`config.mk`:
```
export PLATFORM = sky130hd
export DESIGN_NAME = dac_cmd_decoder
export DESIGN_NICKNAME = d
export VERILOG_FILES = /design/src/dac_pkg.sv /design/src/link_if.sv /design/src/dac_cmd_decoder.sv /design/src/link_sampler.sv
export VERILOG_INCLUDE_DIRS = /design/src /design/src/src
export SDC_FILE = /design/constraint.sdc
export NUM_CORES = 1
export LEC_CHECK = 0
export BUFFER_PORTS_ARGS = -buffer_cell sky130_fd_sc_hd__clkbuf_2
export CORE_MARGIN = 5
export CORE_UTILIZATION = 52
export DETAILED_ROUTE_END_ITERATION = 8
export PLACE_DENSITY = 0.87
export SLEW_MARGIN = 20
export SYNTH_ARGS = -nofsm -noshare
export SYNTH_HDL_FRONTEND = slang
export SYNTH_SLANG_ARGS = --single-unit
export TNS_END_PERCENT = 50
```
`constraint.sdc`:
```
create_clock -name clk -period 7.5 [get_ports clk]
set_input_delay 0.375 -clock clk [delete_from_list [all_inputs] [get_ports clk]]
set_output_delay 0.375 -clock clk [all_outputs]
set_load 0.01 [all_outputs]
```
`src/dac_defs.svh`:
```
// Offsets, field positions, command codes, reset values and counts of the serial command decoder.
`ifndef DAC_DEFS_SVH
`define DAC_DEFS_SVH

`define CTRL_OFF        8'h00
`define STATUS_OFF      8'h04
`define EXEC_CNT_OFF    8'h08
`define ABORT_CNT_OFF   8'h0C
`define DATA_BASE_OFF   8'h10
`define OUT_BASE_OFF    8'h30
`define WORD_IDX_DATA   6'h04
`define WORD_IDX_OUT    6'h0C

`define CTRL_RESET      1'h1
`define PIN_IDLE        3'h3

`define CMD_CODE_HI     15
`define CMD_CODE_LO     12
`define CMD_CHAN_HI     14
`define CMD_CHAN_LO     12
`define CMD_DATA_HI     11
`define CMD_DATA_LO     2
`define CMD_MASK_HI     7
`define CMD_MASK_LO     0

`define CMD_MODE_REG    4'h8
`define CMD_MODE_WT     4'h9
`define CMD_UPD_SEL     4'hA
`define CMD_CHA_WRITE   4'hB
`define CMD_BROADCAST   4'hC
`define CMD_PD_HIZ      4'hD
`define CMD_PD_100K     4'hE
`define CMD_PD_2K5      4'hF

`define TERM_HIZ        2'h1
`define TERM_100K       2'h2
`define TERM_2K5        2'h3

`define EDGE_VALID      5'h0F
`define EDGE_MARK       5'h0F
`define EDGE_SAT        5'h10
`define CHAIN_TAP       14

`endif

```
`src/dac_pkg.sv`:
```
// Types shared by the serial command decoder.
`default_nettype none
package dac_pkg;
   typedef enum logic {
      REGISTER_ONLY_MODE = 1'b0,
      WRITE_THROUGH_MODE = 1'b1
   } op_mode_t;

   typedef enum logic [1:0] {
      ST_IDLE  = 2'b00,
      ST_SHIFT = 2'b01,
      ST_HOLD  = 2'b10
   } frame_state_t;
endpackage
`default_nettype wire

```
`src/link_if.sv`:
```
// Sampled link events passed from the pin sampler to the decoder.
`default_nettype none
interface link_if;
   logic sclk_fall;
   logic frame_fall;
   logic frame_rise;
   logic frame_low;
   logic data_bit;

   modport sampler (output sclk_fall, output frame_fall, output frame_rise, output frame_low, output data_bit);
   modport decoder (input sclk_fall, input frame_fall, input frame_rise, input frame_low, input data_bit);
endinterface
`default_nettype wire

```
`src/dac_cmd_decoder.sv`:
```
// Serial command decoder of an eight-channel 10-bit converter with chain output and register port.
//
// What this block does
// - While frame sync is low, shift data in on each falling shift clock edge.
// - Frame sync rising before the fifteenth falling edge aborts and discards the frame.
// - Chain output stays low for fourteen falling edges, goes high on the fifteenth.
// - Next sixteen falling edges replay the first sixteen received bits on chain output.
// - The rising sync closing a valid frame executes the decoded command.
// - After reset the block runs in register-only mode.
// - Code 1000 selects register-only mode, 1001 write-through; mode persists.
// - Bit 15 low: bits 14..12 pick channel, bits 11..2 carry the value.
// - Register-only mode: channel write changes only that channel's data register.
// - Write-through mode: channel write updates data register and output code.
// - Special commands work in both modes and keep the mode.
// - Code 1010 loads masked channel outputs from their data registers.
// - Code 1011 writes channel A register and output, loads all other outputs.
// - Code 1100 writes the value into all registers and outputs.
// - Codes 1101 to 1111 power down flagged channels with three terminations.
// - Reset clears every data register and output code to zero.
`include "dac_defs.svh"
`default_nettype none
module dac_cmd_decoder #(
   parameter int CHANNELS   = 8,
   parameter int CODE_WIDTH = 10
) (
   input  wire logic                             clk,
   input  wire logic                             rst_b,
   input  wire logic                             frame_sync_b,
   input  wire logic                             shift_clk,
   input  wire logic                             serial_in,
   output var  logic                             chain_out,
   input  wire logic [7:0]                       reg_addr,
   input  wire logic [31:0]                      reg_wdata,
   input  wire logic                             reg_wr,
   input  wire logic                             reg_rd,
   output var  logic [31:0]                      reg_rdata,
   output wire logic [CHANNELS*CODE_WIDTH-1:0]   out_codes,
   output var  logic [CHANNELS-1:0]              pd_mask,
   output var  logic [1:0]                       pd_term,
   output var  dac_pkg::op_mode_t                operating_mode
);
   import dac_pkg::*;

   logic              rst_meta_q;
   logic              rst_sync_q;
   link_if            lk ();

   frame_state_t      state_q;
   frame_state_t      state_d;
   logic [15:0]       shift_q;
   logic [4:0]        edge_q;
   logic              link_en_q;
   logic [15:0]       exec_cnt_q;
   logic [15:0]       abort_cnt_q;
   logic [CODE_WIDTH-1:0] chan_reg_q [CHANNELS];
   logic [CODE_WIDTH-1:0] chan_out_q [CHANNELS];
   logic [31:0]       rdata_d;

   // Reset release through two flip-flops.
   always_ff @(posedge clk or negedge rst_b) begin
      if (!rst_b) begin
         rst_meta_q <= 1'b0;
         rst_sync_q <= 1'b0;
      end else begin
         rst_meta_q <= 1'b1;
         rst_sync_q <= rst_meta_q;
      end
   end

   link_sampler u_sampler (
      .clk          (clk),
      .rst_b        (rst_sync_q),
      .frame_sync_b (frame_sync_b),
      .shift_clk    (shift_clk),
      .serial_in    (serial_in),
      .lk           (lk)
   );

   wire        in_frame_w   = (state_q == ST_SHIFT);
   wire        shift_en_w   = in_frame_w & lk.frame_low & lk.sclk_fall;
   wire        frame_end_w  = in_frame_w & lk.frame_rise;
   wire        valid_w      = (edge_q >= `EDGE_VALID);
   wire        exec_w       = frame_end_w & valid_w;
   wire        abort_w      = frame_end_w & ~valid_w;
   wire        frame_go_w   = lk.frame_fall & link_en_q;

   // Edge counter landmarks.
   wire        edge_sat_w   = (edge_q == `EDGE_SAT);
   wire        pre_mark_w   = (edge_q < `EDGE_MARK - 5'h01);
   wire        at_mark_w    = (edge_q == `EDGE_MARK - 5'h01);


   wire [3:0]  code_w       = shift_q[`CMD_CODE_HI:`CMD_CODE_LO];
   wire [2:0]  chan_w       = shift_q[`CMD_CHAN_HI:`CMD_CHAN_LO];
   wire [CODE_WIDTH-1:0] data_w = shift_q[`CMD_DATA_HI:`CMD_DATA_LO];
   wire [7:0]  mask_w       = shift_q[`CMD_MASK_HI:`CMD_MASK_LO];

   wire        is_chan_w    = exec_w & ~shift_q[`CMD_CODE_HI];
   wire        is_mreg_w    = exec_w & (code_w == `CMD_MODE_REG);
   wire        is_mwt_w     = exec_w & (code_w == `CMD_MODE_WT);
   wire        is_upd_w     = exec_w & (code_w == `CMD_UPD_SEL);
   wire        is_chaw_w    = exec_w & (code_w == `CMD_CHA_WRITE);
   wire        is_bcast_w   = exec_w & (code_w == `CMD_BROADCAST);
   wire        is_pd_w      = exec_w & (code_w >= `CMD_PD_HIZ);
   wire        wt_w         = (operating_mode == WRITE_THROUGH_MODE);

   wire [1:0]  term_w       = (code_w == `CMD_PD_HIZ)  ? `TERM_HIZ :
                              (code_w == `CMD_PD_100K) ? `TERM_100K : `TERM_2K5;

   wire [5:0]  widx_w       = reg_addr[7:2];
   wire [2:0]  wch_w        = 3'(widx_w - `WORD_IDX_DATA);
   wire        hit_ctrl_w   = (reg_addr == `CTRL_OFF);
   wire        hit_stat_w   = (reg_addr == `STATUS_OFF);
   wire        hit_exec_w   = (reg_addr == `EXEC_CNT_OFF);
   wire        hit_abort_w  = (reg_addr == `ABORT_CNT_OFF);
   wire        hit_data_w   = (reg_addr[1:0] == 2'h0) && (widx_w >= `WORD_IDX_DATA)
                              && (widx_w < `WORD_IDX_DATA + 6'h08);
   wire        hit_out_w    = (reg_addr[1:0] == 2'h0) && (widx_w >= `WORD_IDX_OUT)
                              && (widx_w < `WORD_IDX_OUT + 6'h08);
   wire [2:0]  och_w        = 3'(widx_w - `WORD_IDX_OUT);

   // Frame sequencer.
   always_comb begin
      state_d = state_q;
      case (state_q)
         ST_IDLE: begin
            if (frame_go_w) begin
               state_d = ST_SHIFT;
            end else if (lk.frame_fall) begin
               state_d = ST_HOLD;
            end
         end
         ST_SHIFT: begin
            if (lk.frame_rise) begin
               state_d = ST_IDLE;
            end
         end
         ST_HOLD: begin
            if (lk.frame_rise) begin
               state_d = ST_IDLE;
            end
         end
         default: begin
            state_d = ST_IDLE;
         end
      endcase
   end

   always_ff @(posedge clk or negedge rst_sync_q) begin
      if (!rst_sync_q) begin
         state_q <= ST_IDLE;
      end else begin
         state_q <= state_d;
      end
   end

   // Shift register, newest bit at the bottom.
   // Most significant bit ends at the top.
   always_ff @(posedge clk or negedge rst_sync_q) begin
      if (!rst_sync_q) begin
         shift_q <= 16'h0000;
      end else if (shift_en_w) begin
         shift_q <= {shift_q[14:0], lk.data_bit};
      end
   end

   // Edge counter, restarted by each falling sync and saturated above the marker edge.
   always_ff @(posedge clk or negedge rst_sync_q) begin
      if (!rst_sync_q) begin
         edge_q <= 5'h00;
      end else if (lk.frame_fall) begin
         edge_q <= 5'h00;
      end else if (shift_en_w && !edge_sat_w) begin
         edge_q <= edge_q + 5'h01;
      end
   end

   // Low for fourteen edges, high on the fifteenth.
   // Then replay bits delayed by fifteen edges.
   always_ff @(posedge clk or negedge rst_sync_q) begin
      if (!rst_sync_q) begin
         chain_out <= 1'b0;
      end else if (!in_frame_w) begin
         chain_out <= 1'b0;
      end else if (shift_en_w) begin
         if (pre_mark_w) begin
            chain_out <= 1'b0;
         end else if (at_mark_w) begin
            chain_out <= 1'b1;
         end else begin
            chain_out <= shift_q[`CHAIN_TAP];
         end
      end
   end

   always_ff @(posedge clk or negedge rst_sync_q) begin
      if (!rst_sync_q) begin
         operating_mode <= REGISTER_ONLY_MODE;
      end else if (is_mreg_w) begin
         operating_mode <= REGISTER_ONLY_MODE;
      end else if (is_mwt_w) begin
         operating_mode <= WRITE_THROUGH_MODE;
      end
   end

   always_ff @(posedge clk or negedge rst_sync_q) begin
      if (!rst_sync_q) begin
         pd_term <= 2'h0;
      end else if (is_pd_w) begin
         pd_term <= term_w;
      end
   end

   genvar ch;
   generate
      for (ch = 0; ch < CHANNELS; ch++) begin : g_chan
         wire sel_w     = is_chan_w & (chan_w == 3'(ch));
         wire a_new_w   = is_chaw_w & (ch == 0);

         wire bcast_w   = is_bcast_w;
         wire reg_ld_w  = sel_w | a_new_w | bcast_w;

         wire wt_ld_w   = sel_w & wt_w;
         wire mask_ld_w = is_upd_w & mask_w[ch];
         wire all_ld_w  = is_chaw_w | bcast_w;
         wire out_ld_w  = wt_ld_w | all_ld_w | mask_ld_w;
         wire out_new_w = wt_ld_w | bcast_w | a_new_w;

         always_ff @(posedge clk or negedge rst_sync_q) begin
            if (!rst_sync_q) begin
               chan_reg_q[ch] <= '0;
            end else if (reg_ld_w) begin
               chan_reg_q[ch] <= data_w;
            end
         end

         always_ff @(posedge clk or negedge rst_sync_q) begin
            if (!rst_sync_q) begin
               chan_out_q[ch] <= '0;
            end else if (out_ld_w) begin
               chan_out_q[ch] <= out_new_w ? data_w : chan_reg_q[ch];
            end
         end

         // Flagged channels power down; an output load wakes the channel.
         always_ff @(posedge clk or negedge rst_sync_q) begin
            if (!rst_sync_q) begin
               pd_mask[ch] <= 1'b0;
            end else if (is_pd_w && mask_w[ch]) begin
               pd_mask[ch] <= 1'b1;
            end else if (out_ld_w) begin
               pd_mask[ch] <= 1'b0;
            end
         end

         assign out_codes[ch*CODE_WIDTH +: CODE_WIDTH] = chan_out_q[ch];
      end
   endgenerate

   // Link enable register.
   wire        ctrl_wr_w    = reg_wr & hit_ctrl_w;
   always_ff @(posedge clk or negedge rst_sync_q) begin
      if (!rst_sync_q) begin
         link_en_q <= `CTRL_RESET;
      end else if (ctrl_wr_w) begin
         link_en_q <= reg_wdata[0];
      end
   end

   // Frame counter increments.
   wire [15:0] exec_inc_w   = {15'h0000, exec_w};
   wire [15:0] abort_inc_w  = {15'h0000, abort_w};

   // Executed frames, wrapping.
   always_ff @(posedge clk or negedge rst_sync_q) begin
      if (!rst_sync_q) begin
         exec_cnt_q <= 16'h0000;
      end else begin
         exec_cnt_q <= exec_cnt_q + exec_inc_w;
      end
   end

   // Aborted frames, wrapping.
   always_ff @(posedge clk or negedge rst_sync_q) begin
      if (!rst_sync_q) begin
         abort_cnt_q <= 16'h0000;
      end else begin
         abort_cnt_q <= abort_cnt_q + abort_inc_w;
      end
   end

   // Read selection; unmapped addresses read zero.
   always_comb begin
      rdata_d = 32'h0000_0000;
      if (hit_ctrl_w) begin
         rdata_d[0] = link_en_q;
      end else if (hit_stat_w) begin
         rdata_d[0]     = operating_mode;
         rdata_d[1]     = in_frame_w;
         rdata_d[3:2]   = pd_term;
         rdata_d[15:8]  = pd_mask;
      end else if (hit_exec_w) begin
         rdata_d[15:0] = exec_cnt_q;
      end else if (hit_abort_w) begin
         rdata_d[15:0] = abort_cnt_q;
      end else if (hit_data_w) begin
         rdata_d[CODE_WIDTH-1:0] = chan_reg_q[wch_w];
      end else if (hit_out_w) begin
         rdata_d[CODE_WIDTH-1:0] = chan_out_q[och_w];
      end
   end

   always_ff @(posedge clk or negedge rst_sync_q) begin
      if (!rst_sync_q) begin
         reg_rdata <= 32'h0000_0000;
      end else if (reg_rd) begin
         reg_rdata <= rdata_d;
      end else begin
         reg_rdata <= 32'h0000_0000;
      end
   end
endmodule
`default_nettype wire

```
`src/link_sampler.sv`:
```
// Pin synchroniser for frame sync, shift clock and serial data; edge finder for frame sync and shift clock.
`include "dac_defs.svh"
`default_nettype none
module link_sampler (
   input  wire logic clk,
   input  wire logic rst_b,
   input  wire logic frame_sync_b,
   input  wire logic shift_clk,
   input  wire logic serial_in,
   link_if.sampler   lk
);
   wire  [2:0] pins_w;
   logic [2:0] meta_q;
   logic [2:0] stab_q;
   logic [2:0] prev_q;

   assign pins_w = {serial_in, shift_clk, frame_sync_b};

   genvar i;
   generate
      for (i = 0; i < 3; i++) begin : g_sync
         localparam logic [2:0] IDLE_ALL = `PIN_IDLE;
         localparam logic       IDLE_BIT = IDLE_ALL[i];
         always_ff @(posedge clk or negedge rst_b) begin
            if (!rst_b) begin
               meta_q[i] <= IDLE_BIT;
               stab_q[i] <= IDLE_BIT;
               prev_q[i] <= IDLE_BIT;
            end else begin
               meta_q[i] <= pins_w[i];
               stab_q[i] <= meta_q[i];
               prev_q[i] <= stab_q[i];
            end
         end
      end
   endgenerate

   assign lk.sclk_fall  = prev_q[1] & ~stab_q[1];
   assign lk.frame_fall = prev_q[0] & ~stab_q[0];
   assign lk.frame_rise = ~prev_q[0] & stab_q[0];
   assign lk.frame_low  = ~stab_q[0];
   assign lk.data_bit   = stab_q[2];
endmodule
`default_nettype wire

```
# --- Word level (Yosys, flattened, before mapping) ---
# Cells that the tools add are included.
totals:
  regBits: 254
  input_bits: 47
  elab_cells: 250
classes:
  addsub: 5
  magnitude_cmp: 9
  n_eq_ne: 24
  mux: 55
  bitwise_logic: 83
  n_reduce_logical: 30
op_table:
  columns: ["operator", "count"]
  rows:
  - ["two-way mux 10 bit", 15]
  - ["binary-select mux 10 bit (select 3 bit)", 2]
  - ["bitwise AND 1 bit", 41]
  - ["OR 1 bit", 35]
  - ["adder 16 x 1 -> 16 bit", 2]
  - ["two-way mux 16 bit", 2]
  - ["== test 4 bit, second input constant", 7]
  - ["two-way mux 1 bit", 24]
  - ["nonzero test 2 bit", 10]
  - ["== test 8 x 4 -> 1 bit, second input constant", 2]
  - ["two-way mux 15 bit", 1]
  - ["logical AND 1 bit", 13]
  - ["== test 3 bit, second input constant", 4]
  - ["greater-or-equal comparator 4 bit, second input constant", 3]
  - ["two-way mux 5 bit", 2]
  - ["== test 8 x 3 -> 1 bit, second input constant", 1]
  - ["logical NOT 8 bit", 1]
  - ["two-way mux 2 bit", 4]
  - ["two-way mux 4 bit", 2]
  - ["two-way mux 8 bit", 1]
  - ["inverter 3 -> 4 bit", 2]
  - ["== test 3 x 2 -> 1 bit, second input constant", 2]
  - ["greater-or-equal comparator 6 x 3 -> 1 bit, second input constant", 1]
  - ["greater-or-equal comparator 6 x 4 -> 1 bit, second input constant", 1]
  - ["21 further kinds", 28]

# --- Longest topological paths before layout ---
logic_depth:
  word_depth: 12
  depth_mapped: 13

# --- Modules after synthesis ---
# From an unflattened synthesis, not the netlist that was laid out.
hier_totals:
  hier_cells: 1031
  area_unflattened_um2: 12836.1
modules_own_cells:
  columns: ["module", "n_inst", "cells_per_inst", "area_each_um2", "seq_area_each_um2"]
  rows:
  - ["dac_cmd_decoder", 1, 1019, 12603.3, 6157.2]
  - ["link_sampler", 1, 12, 232.7, 207.7]

# --- Least setup slack after synthesis ---
# Ideal clock, no wire load.
synth_path:
  kind: "flip-flop to flip-flop"
  startpoint: "reg edge_q[0]"
  endpoint: "reg exec_cnt_q[14]"
  t_arrival_ns: 2.670
  setup_slack_ns: 4.750
  stages_incl_launch_ff: 14
  path_buffers: 1
  path_cell_list: "dfrtp_1 ha_1 and3_1 ha_1 nor2_1 a21o_1 buf_2 inv_2 ha_1 ha_1 and3_1 and4_1 nand4_1 xnor2_1"
synth_via:
  elab_chain_len: 3
synth_rtl:
  columns: ["element", "line", "rtl"]
  rows:
  - ["from (decl)", "dac_cmd_decoder.sv:51", "logic [4:0] edge_q;"]
  - ["from (signal assigned)", "dac_cmd_decoder.sv:174", "edge_q <= edge_q + 5'h01;"]
  - ["greater-or-equal comparator 5 x 4 -> 1 bit (no line)", null, null]
  - ["bitwise AND 1 bit", "dac_cmd_decoder.sv:83", "wire exec_w = frame_end_w & valid_w;"]
  - ["adder 16 x 1 -> 16 bit", "dac_cmd_decoder.sv:279", "exec_cnt_q <= exec_cnt_q + exec_inc_w;"]
  - ["to (signal assigned)", "dac_cmd_decoder.sv:279", null]
  - ["to (decl)", "dac_cmd_decoder.sv:53", "logic [15:0] exec_cnt_q;"]
# Every way passes these cells.
# A chain may end at the register's enable or synchronous reset.

# --- Worst setup path after layout ---
layout_path:
  startpoint: "reg edge_q[1]"
  endpoint: "reg chan_out_q (netlist bit out_codes[0])"
layout_via:
  elab_chain_len: 8
  word_cells_on_any_way: 15
  classes_between: "order compare: 1; mux: 1; bitwise: 13"
layout_rtl:
  columns: ["element", "line", "rtl"]
  rows:
  - ["greater-or-equal comparator 5 x 4 -> 1 bit (no line) *", null, null]
  - ["bitwise AND 1 bit *", "dac_cmd_decoder.sv:83", null]
  - ["bitwise AND 1 bit", "dac_cmd_decoder.sv:98", "wire is_chan_w = exec_w & ~shift_q[`CMD_CODE_HI];"]
  - ["bitwise AND 1 bit", "dac_cmd_decoder.sv:217", "wire sel_w = is_chan_w & (chan_w == 3'(ch));"]
  - ["bitwise AND 1 bit", "dac_cmd_decoder.sv:223", "wire wt_ld_w = sel_w & wt_w;"]
  - ["OR 1 bit (2 in series)", "dac_cmd_decoder.sv:227", "wire out_new_w = wt_ld_w | bcast_w | a_new_w;"]
  - ["two-way mux 10 bit", "dac_cmd_decoder.sv:241", "chan_out_q[ch] <= out_new_w ? data_w : chan_reg_q[ch];"]
  - ["to (signal, indexed assignment)", "dac_cmd_decoder.sv:241", null]
  - ["to (decl)", "dac_cmd_decoder.sv:56", "logic [CODE_WIDTH-1:0] chan_out_q [CHANNELS];"]
# Mark *: on every way between the ends. The rest lies on a longest branch, timed or not.

==> impl_metrics.yaml <==
global_routing:
  grt_pass1_wl_um: 54100
  antenna_found_initial: 0
  grt_pass1_vias: 9606
  grt_start_max_net_pins: 82
  globalRouteTotalUtil_pct: 24.5
  overflow: 0
die:
  die_w_um: 166
  chipHeight_um: 166
  initial_core_util_pct: 52.4
  core_area_mm2: 0.0241
  die_area_mm2: 0.0275
  ios: 171
  row_count: 57
critical_path:
  cp.arrival_ns: 3.93
  critPathSlowestCell: "o21a_1"
  worstPathCellList: "ha_1 > and3_1 > ha_1 > nor2_1 > a21o_1 > inv_2 > o21a_1 > o21a_1 > mux2_2"
  cp_max_fo: 11
  max_stage_delay_ns: 0.66
  required_ns: 7.91
  path_class: "register to register"
  endpoint_kind: "register"
  cp-start-kind: "register"
synthesis:
  synth_warnings: 0
  synthCells: 1081
  post-synth-top-count-cell: "dfrtp_1"
  synth_common_cells: "dfrtp_1 (247), mux2_2 (117), mux2i_1 (87), nand2_1 (87), nor2_1 (76)"
  synth.largest_area_cell: "dfrtp_1"
  ys_types: 62
  synth_flop_cell: "dfrtp_1"
  yosysSeqAreaShare_pct: 50.4
  synth.area.top_cells: "dfrtp_1 (49%), mux2_2 (10%), mux2i_1 (6.9%), mux4_2 (5.5%), nand2_1 (2.6%)"
  synth-edff-count: 0
  ys_async_sr_fraction_pct: 100
  syn_area_per_cell_um2: 11.7
  synth_top_area_share_pct: 48.9
  syn_area_mm2: 0.0126
  synth_seq_cells: 254
job:
  cap_violations: 0
route:
  postRouteAntennaNets: 0
  post_drt_wl_per_cell_um: 22.8
  first_pass_iters: 6
  drt_first_iter_violations: 1062
  vias: 9245
  drcViolationCount: 0
  drt_wl_total_um: 34400
  viasPerCell: 6.12
clocking:
  cts_resized: 0
  clkTransAtPathRegs_ns: 0.07
  cts_sinks: 254
  root_buffer: "clkbuf_16"
  clockBufferDepth: 3
  post_cts_buffers: 0
  htree_levels: 1
  cts_tree: "done"
  worstSkewPairLatency_ns: 0.56
  numCtsBuffers: 26
finish:
  area_growth_pct: 13.9
  nets: 1224
  antenna_cells: 0
  finalNonFillerCells: 1511
  drive_gt1_share_pct: 30.5
timing:
  rsz0062_at_grt: "false"
  setup_viol: 0
  hold_viol_final: 0
  fin_crit_sh_pct: 46.9
  layout_setup_ws_ns: 3.99
  slew_headroom_pct: 28.5
  skew_ns: 0.0311
  worstMarginPinSlew_ns: 1.07
  fin_tns_setup_ns: 0
  maxSlewViolCount: 0
  holdWs_ns: 0.100
  period_needed_ns: 3.51
  fmax_ghz: 0.285
power_and_ir_drop:
  p_leak_nw: 6.79
  vdd_drop_max_uv: 142
  p_per_area_mw_per_mm2: 205
place:
  pre_cts_slack_ns: 4.11
  gp_congestion: 0.983
  dp.cells: 1458
  port-buffer-count: 123
  dp_hpwl_um: 22900
run_status:
  status: "completed"
worst_hold_path:
  hold_class: "input port to register"
-- state kept, by name (all words and copies together) (netlist names) --
name                   flops
u_sampler.stab_q           2
pd_mask                    8
u_sampler.meta_q           3
state_q                    2
rst_sync_q                 1
pd_term                    2
link_en_q                  1
operating_mode             1
chan_reg_q                80
exec_cnt_q                16
abort_cnt_q               16
edge_q                     5
u_sampler.prev_q           2
shift_q                   16
rst_meta_q                 1
reg_rdata                 16
u_sampler.lk.data_bit      1
out_codes                 80
chain_out                  1
-- path summary, 6_finish.rpt --
path | start | end | slack (ns) | cells after the start
max in group asynchronous | rst_sync_q | reg_rdata[0] | 5.11 | 2
worst max-delay path | edge_q[1] | out_codes[0] | 3.99 | 9
worst min-delay path | reg_wdata[0] | link_en_q | 0.10 | 2
worst max register to register | edge_q[1] | out_codes[0] | 3.99 | 9
min in group asynchronous | rst_b | rst_sync_q | 0.13 | 2
worst min register to register | u_sampler.meta_q[1] | u_sampler.stab_q[1] | 0.35 | 0
-- through the flow --
stage,utilization (%),power [mW],area [µm²]
after floorplan,-,1.50,12700
after global placement,55.4,1.52,13400
after detailed placement,55.4,1.53,13400
after CTS,59.6,2.95,14400
after global routing,59.7,3.03,14400
final,59.7,2.95,14400
-- critical path, delay by kind of cell (launching register included) --
kind                     cells  cell delay [ns]
adder cells (fa/ha/maj)      2             0.36
AO/OA/AOI/OAI                3             1.61
AND/OR/NAND/NOR              2             0.27
flip-flops                   1             0.51
buffers and inverters        1             0.21
multiplexers                 1             0.41
-- power by group --
| part | total [mW] | internal, mW | switching [mW] |
|---|---|---|---|
| Combinational | 0.110 | 0.0344 | 0.0756 |
| Clock | 1.44 | 0.881 | 0.562 |
| Sequential | 1.40 | 1.38 | 0.0138 |
| Total | 2.95 | 2.30 | 0.651 |
-- cells in the final DEF, fill, tap and decap left out, types with 9 or more instances in the layout --
| cell | instances |
|---|---|
| nand2_1 | 87 |
| mux2i_1 | 87 |
| a22oi_1 | 10 |
| o21a_1 | 10 |
| and3_1 | 10 |
| xnor2_1 | 21 |
| mux2_2 | 117 |
| o21ai_0 | 52 |
| inv_1 | 17 |
| clkbuf_2 | 122 |
| nand4_1 | 10 |
| nand3_1 | 21 |
| clkbuf_16 | 26 |
| buf_4 | 11 |
| a22o_1 | 10 |
| xor2_1 | 12 |
| mux4_2 | 31 |
| dfrtp_1 | 246 |
| a21oi_1 | 54 |
| nor2_1 | 76 |
| a221oi_1 | 11 |
| ha_1 | 10 |
| mux2_4 | 9 |
| conb_1 | 17 |
-- cell type report --
type,count,area [µm²]
Inverter,19,71.3
Sequential cell,254,6370
Tap cell,324,405
Multi-Input combinational cell,727,5820
Clock buffer,35,754
Timing Repair Buffer,139,756
Fill cell,1886,9720
Clock inverter,13,218
-- cells by family after synthesis --
logic type                 count (synthesis)  synth area share [%]
DFF                                      254                  50.4
AOI/OAI and AO/OA                        173                  8.53
xor gates and xnor gates                  33                  2.29
muxes                                    244                  23.9
adders and majority gates                 10                 0.990
buffers and inverters                    115                  4.42
other                                      2                0.0595
and+or+nand+nor                          250                  9.41
-- routing by layer --
metal  routed length, µm  global-route usage (%)  vias to the layer above
met2               16400                    39.5                      485
met3                3040                    5.90                      108
met1               13300                    32.1                     4638
met5                   0                       0                        -
met4                1620                    10.3                        0
li1                    -                       -                     4014
-- repair_timing --
item,in CTS,in global routing
endpoints found under the hold margin,5,0
hold buffers,4,0
endpoints found under the setup margin,0,0
No activity file was read; power rests on OpenSTA's default activity.
